### src/hdl/pecd_pkg.sv
// Package for the port B / port C pin edge change detector.
// Assumes an APB slave with 32-bit data; each register one aligned word.
package pecd_pkg;

    // Register byte offsets on APB
    localparam logic [7:0] OFS_B_RISE = 8'h00; // port_b_rise_enable
    localparam logic [7:0] OFS_B_FALL = 8'h04; // port_b_fall_enable
    localparam logic [7:0] OFS_B_FLAG = 8'h08; // port_b_change_flags
    localparam logic [7:0] OFS_C_RISE = 8'h0c; // port_c_rise_enable
    localparam logic [7:0] OFS_C_FALL = 8'h10; // port_c_fall_enable
    localparam logic [7:0] OFS_C_FLAG = 8'h14; // port_c_change_flags
    localparam logic [7:0] OFS_CTRL = 8'h18; // change_irq_enable in bit 0
    localparam logic [7:0] OFS_STAT = 8'h1c; // Summary flag in bit 0

    // Implemented bits of each port
    localparam logic [7:0] B_MASK = 8'hf0; // Port B uses bits 7-4
    localparam logic [7:0] C_MASK_SMALL = 8'h3f; // Smaller variant
    localparam logic [7:0] C_MASK_LARGE = 8'hff; // Larger variant

    // Reset values
    localparam logic [7:0] REG_RESET = 8'h00; // All enables and flags
    localparam logic [31:0] RDATA_ZERO = 32'h0000_0000; // Unmapped read

    // Bit positions of the one-bit control and status fields
    localparam int IRQ_EN_BIT = 0; // change_irq_enable
    localparam int SUMMARY_BIT = 0; // change_summary_flag

    // Enables and flags of one port travel together
    typedef struct packed {
        logic [7:0] rise; // Rising-edge enables
        logic [7:0] fall; // Falling-edge enables
        logic [7:0] flag; // Change flags
    } pecd_port_s;

endpackage : pecd_pkg

### src/hdl/pecd_sync.sv
// Two-flop synchroniser plus previous-sample stage for one pin group.
// Assumes pins may change at any time relative to pclk.
`timescale 1ns/10ps
module pecd_sync #(
    parameter int W = 8 // Pins in the group
) (
    input wire logic pclk, // Core clock
    input wire logic presetn, // Async reset, low active
    input wire logic [W-1:0] pin, // Raw pins
    output logic [W-1:0] rise, // Rising edge seen, one-cycle pulse
    output logic [W-1:0] fall // Falling edge seen, one-cycle pulse
);
    logic [W-1:0] meta_r; // First stage; only sync_r reads it
    logic [W-1:0] sync_r; // Synchronised sample
    logic [W-1:0] prev_r; // Previous synchronised sample

    // Register the chain; reset to low so a pin held low gives no edge
    always_ff @(posedge pclk or negedge presetn) begin
        if (!presetn) begin
            meta_r <= '0;
            sync_r <= '0;
            prev_r <= '0;
        end else begin
            meta_r <= pin;
            sync_r <= meta_r;
            prev_r <= sync_r;
        end
    end

    // Compare the current sample with the one before
    always_comb begin
        rise = sync_r & ~prev_r;
        fall = ~sync_r & prev_r;
    end
endmodule : pecd_sync

### src/hdl/pecd_port.sv
// Enable and flag logic for one port, with its own edge detectors.
// Assumes writes arrive as one-cycle strobes with the new byte.
`timescale 1ns/10ps
module pecd_port
    import pecd_pkg::*;
#(
    parameter logic [7:0] MASK = 8'hff // Implemented bit positions
) (
    input wire logic pclk, // Core clock
    input wire logic presetn, // Async reset, low active
    input wire logic [7:0] pin, // Port pins
    input wire logic wr_rise, // Write strobe, rise enables
    input wire logic wr_fall, // Write strobe, fall enables
    input wire logic wr_flag, // Write strobe, flags
    input wire logic [7:0] wdata, // Written byte
    output pecd_port_s regs // Current register contents
);
    pecd_port_s st_r; // Register state
    pecd_port_s st_nxt; // Next value
    logic [7:0] rise_ev; // Rising edges seen
    logic [7:0] fall_ev; // Falling edges seen
    logic [7:0] hit; // Enabled edges this cycle

    pecd_sync #(.W(8)) u_sync (
        .pclk(pclk),
        .presetn(presetn),
        .pin(pin),
        .rise(rise_ev),
        .fall(fall_ev)
    );

    // Next-state: an enabled edge always beats a software write
    always_comb begin
        // Disabled directions never count
        hit = ((rise_ev & st_r.rise) | (fall_ev & st_r.fall)) & MASK;
        st_nxt = st_r;
        if (wr_rise) begin
            st_nxt.rise = wdata & MASK;
        end
        if (wr_fall) begin
            st_nxt.fall = wdata & MASK;
        end
        if (wr_flag) begin
            st_nxt.flag = wdata & MASK;
        end
        // Set wins over the write in the same cycle
        st_nxt.flag = st_nxt.flag | hit;
    end

    // Registers; all enables and flags clear on any reset
    always_ff @(posedge pclk or negedge presetn) begin
        if (!presetn) begin
            st_r.rise <= REG_RESET;
            st_r.fall <= REG_RESET;
            st_r.flag <= REG_RESET;
        end else begin
            st_r <= st_nxt;
        end
    end

    assign regs = st_r;
endmodule : pecd_port

### src/hdl/pecd_top.sv
// Pin edge change detector, ports B and C, with APB register access.
// Assumes pins are synchronised inside; APB master follows the standard.
`timescale 1ns/10ps
module pecd_top
    import pecd_pkg::*;
#(
    parameter bit LARGE_VARIANT = 1'b1 // Port B and port C bits 7-6 exist
) (
    input wire logic pclk, // Core clock, 200 MHz
    input wire logic presetn, // Async reset, low active
    input wire logic psel, // APB select
    input wire logic penable, // APB access phase
    input wire logic pwrite, // APB write
    input wire logic [7:0] paddr, // APB byte address
    input wire logic [31:0] pwdata, // APB write data
    input wire logic [3:0] pstrb, // APB byte strobes
    output logic [31:0] prdata, // APB read data
    output logic pready, // APB ready
    output logic pslverr, // APB error
    input wire logic [7:0] port_b_pin, // Port B pins (7-4 used in the large variant, none in the smaller)
    input wire logic [7:0] port_c_pin, // Port C pins
    output logic change_summary_flag, // OR of all flags
    output logic irq, // Interrupt request, level
    output logic wake // Wake request from sleep, level
);
    localparam logic [7:0] BMASK = LARGE_VARIANT ? B_MASK : 8'h00;
    localparam logic [7:0] CMASK = LARGE_VARIANT ? C_MASK_LARGE : C_MASK_SMALL;

    pecd_port_s b_regs; // Port B register contents
    pecd_port_s c_regs; // Port C register contents
    logic irq_en_r; // change_irq_enable
    logic irq_en_nxt; // Next change_irq_enable
    logic [31:0] rdata_r; // Registered read data
    logic [31:0] rdata_nxt; // Next read data
    logic err_r; // Registered error
    logic err_nxt; // Next error
    logic setup; // APB setup phase
    logic wr_en; // Write in access phase, committed at access edge
    logic lane0; // Byte lane 0 is written
    logic hit_map; // Address is mapped
    logic [7:0] wbyte; // Low write byte

    // The access phase is a single cycle: read data are latched in setup
    assign setup = psel & ~penable;
    assign lane0 = pstrb[0];
    assign wbyte = pwdata[7:0];
    // Writes land at the access edge, when pready is sampled high
    assign wr_en = psel & penable & pwrite & lane0 & hit_map;

    // Address decode
    always_comb begin
        unique case (paddr)
            OFS_B_RISE, OFS_B_FALL, OFS_B_FLAG,
            OFS_C_RISE, OFS_C_FALL, OFS_C_FLAG,
            OFS_CTRL, OFS_STAT: hit_map = 1'b1;
            default: hit_map = 1'b0;
        endcase
    end

    pecd_port #(.MASK(BMASK)) u_port_b (
        .pclk(pclk),
        .presetn(presetn),
        .pin(port_b_pin),
        .wr_rise(wr_en && paddr == OFS_B_RISE),
        .wr_fall(wr_en && paddr == OFS_B_FALL),
        .wr_flag(wr_en && paddr == OFS_B_FLAG),
        .wdata(wbyte),
        .regs(b_regs)
    );

    pecd_port #(.MASK(CMASK)) u_port_c (
        .pclk(pclk),
        .presetn(presetn),
        .pin(port_c_pin),
        .wr_rise(wr_en && paddr == OFS_C_RISE),
        .wr_fall(wr_en && paddr == OFS_C_FALL),
        .wr_flag(wr_en && paddr == OFS_C_FLAG),
        .wdata(wbyte),
        .regs(c_regs)
    );

    // Next values of control and read data
    always_comb begin
        irq_en_nxt = irq_en_r;
        if (wr_en && paddr == OFS_CTRL) begin
            irq_en_nxt = wbyte[IRQ_EN_BIT];
        end
        rdata_nxt = rdata_r;
        err_nxt = err_r;
        if (setup) begin
            // Capture in setup so the access phase answers at once
            err_nxt = ~hit_map;
            rdata_nxt = RDATA_ZERO;
            unique case (paddr)
                OFS_B_RISE: rdata_nxt[7:0] = b_regs.rise;
                OFS_B_FALL: rdata_nxt[7:0] = b_regs.fall;
                OFS_B_FLAG: rdata_nxt[7:0] = b_regs.flag;
                OFS_C_RISE: rdata_nxt[7:0] = c_regs.rise;
                OFS_C_FALL: rdata_nxt[7:0] = c_regs.fall;
                OFS_C_FLAG: rdata_nxt[7:0] = c_regs.flag;
                OFS_CTRL: rdata_nxt[IRQ_EN_BIT] = irq_en_r;
                OFS_STAT: rdata_nxt[SUMMARY_BIT] = change_summary_flag;
                default: rdata_nxt = RDATA_ZERO;
            endcase
        end
    end

    // Register control and bus answer
    always_ff @(posedge pclk or negedge presetn) begin
        if (!presetn) begin
            irq_en_r <= 1'b0;
            rdata_r <= RDATA_ZERO;
            err_r <= 1'b0;
        end else begin
            irq_en_r <= irq_en_nxt;
            rdata_r <= rdata_nxt;
            err_r <= err_nxt;
        end
    end

    // Zero-wait slave; error only on an unmapped address
    always_comb begin
        pready = 1'b1;
        pslverr = psel & penable & err_r;
        prdata = (psel & penable & ~pwrite) ? rdata_r : RDATA_ZERO;
    end

    // Summary is the OR of all flags, independent of the enable
    assign change_summary_flag = |{b_regs.flag, c_regs.flag};
    // Only forwarding is gated by the enable
    assign irq = change_summary_flag & irq_en_r;
    // Wake is irq itself, so it rises in the same cycle as the registered flag
    assign wake = irq;
endmodule : pecd_top

### config.mk
export PLATFORM = sky130hd
export DESIGN_NAME = pecd_top
export DESIGN_NICKNAME = d
export VERILOG_FILES = /design/src/hdl/pecd_pkg.sv /design/src/hdl/pecd_sync.sv /design/src/hdl/pecd_port.sv /design/src/hdl/pecd_top.sv
export SDC_FILE = /design/constraint.sdc
export NUM_CORES = 1
export LEC_CHECK = 0
export BUFFER_PORTS_ARGS = -buffer_cell sky130_fd_sc_hd__buf_2
export CORE_MARGIN = 2
export CORE_UTILIZATION = 56
export DETAILED_ROUTE_END_ITERATION = 8
export GPL_ROUTABILITY_DRIVEN = 1
export GPL_TIMING_DRIVEN = 0
export PLACE_DENSITY = 0.87
export SYNTH_ARGS = -nofsm -noshare
export SYNTH_HDL_FRONTEND = slang
export SYNTH_SLANG_ARGS = --single-unit
### constraint.sdc
create_clock -name pclk -period 2.7 [get_ports pclk]
set_input_delay 0.135 -clock pclk [delete_from_list [all_inputs] [get_ports pclk]]
set_output_delay 0.135 -clock pclk [all_outputs]
set_load 0.05 [all_outputs]
### Yosys cells after proc, flatten, opt, wreduce, memory -nomap -nowiden

Memories as Yosys holds them, arrays and structs flattened.
Cells that the tools add are included.

| storage, ports and cells | value |
|---|---|
| bits in latches | 0 |
| memories kept | 1 |
| logic and storage cells | 66 |
| RAM bits | 0 |
| register bits after elaboration | 98 |
| ROM bits | 32 |
| output and inout bits | 37 |

| cells by class | value |
|---|---|
| magnitude comparators | 0 |
| reductions and logical operators | 10 |
| equal/unequal tests | 7 |
| shifts and indexed selects | 0 |
| bitwise operators | 27 |
| multiplexer cells | 6 |
| $mul | 0 |
| add/sub/neg operators | 0 |
| div/mod/pow operators | 0 |

Memories:

| memory | words | width | rd ports | clocked after memory_dff | wr ports | line | source |
|---|---|---|---|---|---|---|---|
| (name not given) | 32 | 1 | 1 | 0 | 0 | pecd_top.sv:52 | `unique case (paddr)` |

Operators with widths:

| cell | number |
|---|---|
| 8-bit bitwise AND | 8 |
| 7-bit one-hot mux with 6 select lines | 1 |
| 8-bit by 5-bit == test with 1-bit output (second input constant) | 4 |
| 8-bit NOT | 4 |
| 8-bit bitwise OR | 4 |
| 8-bit two-way mux | 3 |
| 8-bit by 4-bit == test with 1-bit output (second input constant) | 2 |
| 16-bit OR reduction | 1 |
| 1-bit bitwise AND | 8 |
| 8-bit by 3-bit == test with 1-bit output (second input constant) | 1 |
| 8-bit zero test | 1 |
| 1-bit logical AND | 7 |
| 1-bit one-hot mux with 6 select lines | 1 |
| 3-bit zero test | 1 |
| 1-bit NOT | 3 |
| 1-bit two-way mux | 1 |

### Logic depth before layout (Yosys ltp)

| logic depth | value |
|---|---|
| depth after elaboration | 7 |
| depth in mapped cells | 6 |

### By module

A second synthesis with hierarchy kept.

| second synthesis, totals | value |
|---|---|
| cell total of the unflattened synthesis | 355 |
| area total of the unflattened synthesis | 4375.4 um2 |

Modules (own cells, without submodules):

| module | cells each | instances | area an instance (um2) |
|---|---|---|---|
| pecd_sync | 40 | 2 | 740.7 |
| pecd_top | 162 | 1 | 1272.5 |
| pecd_port (u_port_c) | 67 | 1 | 1041.0 |
| pecd_port (u_port_b) | 46 | 1 | 580.6 |

### Worst setup path before layout

Ideal clock, no wire load.

| path | value |
|---|---|
| path type | register -> output |
| start point | register u_port_c.st_r, in the netlist u_port_c.regs[3] |
| end point | output wake |
| data required time | 2.565 ns |
| slack | 0.670 ns |
| stages on the path, launching flop included | 5 |
| buffers on the path | 1 |
| arrival | 1.895 ns |
| cells stage by stage | dfrtp_1 > nor4_1 > nand3_1 > and2_1 > buf_4 |

| on the way | value |
|---|---|
| longest elaborated chain between the ends | 2 |

Ends and longest elaborated chain:

| item | line | source |
|---|---|---|
| from (decl) | pecd_port.sv:18 | `pecd_port_s st_r;` |
| from (signal assigned) | pecd_port.sv:57 | `st_r <= st_nxt;` |
| 16-bit OR reduction | pecd_top.sv:129 | `assign change_summary_flag = \|{b_regs.flag, c_regs.flag};` |
| net change_summary_flag | pecd_top.sv:22 | `output logic change_summary_flag,` |
| 1-bit bitwise AND | pecd_top.sv:131 | `assign irq = change_summary_flag & irq_en_r;` |
| to (decl) | pecd_top.sv:24 | `output logic wake` |

The timed path passes the listed nets, and every way through them passes these cells.

### Worst setup path after layout

| path | value |
|---|---|
| start point | register u_port_b.st_r, in the netlist u_port_b.regs[6] |
| end point | output wake |

| on the way | value |
|---|---|
| longest elaborated chain between the ends | 2 |

Ends and longest elaborated chain:

| item | line |
|---|---|
| from (decl) | pecd_port.sv:18 |
| from (signal assigned) | pecd_port.sv:57 |
| 16-bit OR reduction | pecd_top.sv:129 |
| 1-bit bitwise AND | pecd_top.sv:131 |

Every way passes these cells.

==> flow_summary.ini <==
[layout]
final_cell_mix = dfrtp_1, buf_2, mux2_2
area_growth_pct = 20.8
final_common_cell = dfrtp_1
nets = 444
nFillCells = 458
fin_util_pct = 68.7
drive_gt1_share_pct = 32.7
antenna_cells = 0

[clock_tree]
numCtsBuffers = 9
clkSinkCount = 82
clock_latency_ns = 0.35
cts_tree = done
htreeDepth = 3
root_buffer = clkbuf_8
post_cts_resized = 0
post_cts_buffers = 0
clkTransAtPathRegs_ns = 0.08
clk_path_buf_depth = 2

[drt]
drtPass1Iterations = 4
drt_wl_total_um = 6710
post-route-drc-count = 0
viasPerCell = 5.25
wl_per_cell_um = 14.6
vias = 2412
drt_iter0_markers = 188
antenna_left = 0

[placed_design]
dp_hpwl_um = 4910
io_buffers = 44
gp_congestion = 0.794

[floorplan]
ios = 102
die_w_um = 83.6
rows = 29
dieArea_um2 = 6990
coreArea_um2 = 6240
die_h_um = 83.6
initial_core_util_pct = 56.9

[yosys]
ys_warn_count = 0
ys_ff_latch = 82
synth-edff-count = 0
synth_area_um2 = 3550
async_reset_ff_share_pct = 100
avgSynthCellArea_um2 = 12.4
synth.distinct_cells = 37
syn_inst = 287
synth_flop_cell = dfrtp_1
synth-seq-area-share_pct = 57.8

[power]
pwr_density_cell_nw_per_um2 = 549
power_leakage_uw = 0.00209
ir_drop_uv = 439

[grt]
antenna_found_initial = 0
grt_pass1_wl_um = 11200
grt_usage_pct = 20.5
grt_pass1_vias = 2354
grt_max_degree = 56
grt-ovfl-total = 0

[timing]
rsz0062_at_grt = no
fin_hold_ws_ns = 0.0399
timing.fmax_mhz = 475
final-setup-viol-count = 0
report.final.slew_viol_count = 0
worst_pin_slew_ns = 0.665
min_period_ns = 2.10
finalHoldViolations = 0
skew_ns = 0.00947
finalCritPeriodShare_pct = 78.0
setup_tns_ns = 0
slew_headroom_pct = 55.2

[min_path]
hold_depth = 2
holdPathEnd = u_port_c.regs[19]$_DFFE_PN0P_
min_from = pwdata[3]
min_path_type = input port to flip-flop

[setup_path]
startpoint_type = flip-flop
reg2regPathDepth = 4
end_kind = output pin
timing_worst_setup_path_type = flip-flop to output pin
r2r_end = rdata_r[0]$_DFFE_PN0P_
reg2reg_slack_ns = 1.19
critPathMaxFanout = 3
crit_required_ns = 2.57
cp_data_arrival_time_ns = 1.97
reg2reg_from = u_port_b.regs[6]$_DFF_PN0_

[status]
outcome = finished, final reports clean

[run]
cap_violations = 0
==> cell usage after synthesis, types with 3 or more instances <==
library cell	count	area, um^2
nand2_1	29	109
nor4_1	5	31.3
mux2i_1	14	140
inv_1	5	18.8
mux4_2	3	67.6
nor2_1	12	45.0
o21ai_0	9	45.0
o211ai_1	8	60.1
mux2_2	32	360
nand3_1	4	20.0
and2_1	10	62.6
buf_4	27	203
nand3b_1	8	60.1
dfrtp_1	82	2050
clkbuf_1	3	11.3
a32oi_1	3	26.3
a22oi_1	3	22.5
a31oi_1	4	25.0
nand4_1	3	18.8
==> worst max-delay path, stage by stage, from the launching register on <==
cell and delay, ns:
dfrtp_1 0.41, nor4_1 0.42, nand3_1 0.22, and2_1 0.24
buf_4 0.14, buf_2 0.20
==> timing repair <==
action                     CTS  global route
hold endpoints to repair    39             0
setup endpoints to repair    0             0
hold buffers                13             0
==> final cells by class <==
class,count,area [um^2],area share (%)
plain buffers,32,224,5.22
clock buffers,11,131,3.06
clock inverters,3,42.5,0.992
inverters,5,18.8,0.438
multi-input cells,191,1340,31.3
flip-flops and latches,82,2050,47.9
well taps,77,96.3,2.25
repair buffers,58,380,8.87
==> cell families after synthesis <==
family          Yosys count  share of synthesized area [%]
mux                      49                           16.0
buf+inv                  37                           6.84
compound gates           32                           6.06
flops                    82                           57.8
other cells               2                          0.211
simple gates             85                           13.1
==> registers in the layout (all words and copies together) (netlist names) <==
register / cells
u_port_b.regs: 12
u_port_b.u_sync.sync_r: 4
err_r: 1
u_port_b.u_sync.prev_r: 4
u_port_b.u_sync.meta_r: 4
irq_en_r: 1
rdata_r: 8
u_port_c.u_sync.prev_r: 8
u_port_c.u_sync.meta_r: 8
u_port_c.u_sync.sync_r: 8
u_port_c.regs: 24
==> stage by stage <==
stage          instance area [um^2]  std cells  worst slack (ns)  power, uW
3_5_place_dp                   3980        432             0.945       1540
4_1_cts                        4290        459             0.627       2360
6_report                       4290        459             0.595       2350
3_3_place_gp                   3950        431             0.952       1530
2_1_floorplan                  3640        310             0.670       1460
5_1_grt                        4290        459             0.555       2440
==> how the worst max path moves through the flow <==
stage	slack, ns	start	to	cells after the start
global route	0.56	u_port_b.regs[6]$_DFF_PN0_	wake	5
floorplan	0.67	u_port_c.regs[3]$_DFF_PN0_	wake	4
CTS	0.63	u_port_b.regs[6]$_DFF_PN0_	wake	5
finish	0.60	u_port_b.regs[6]$_DFF_PN0_	wake	5
detailed placement	0.95	paddr[5]	u_port_b.regs[12]$_DFFE_PN0P_	5
global placement	0.95	presetn	u_port_c.regs[3]$_DFF_PN0_	1
==> routing by layer <==
layer	vias to the layer above	share of wire (%)	GRT usage [%]
met5	-	0	0
met4	0	1.9	8.21
met3	14	6.4	5.74
met2	83	48	32.3
met1	1163	44	27.3
li1	1152	-	-
==> power breakdown <==
part	internal [uW]	switching, uW	leakage [uW]	total [uW]
logic	88.4	161	0.00102	250
registers	1260	18.1	0.000994	1280
clock network	416	407	0.0000853	824
(Power assumes the default switching activity.)
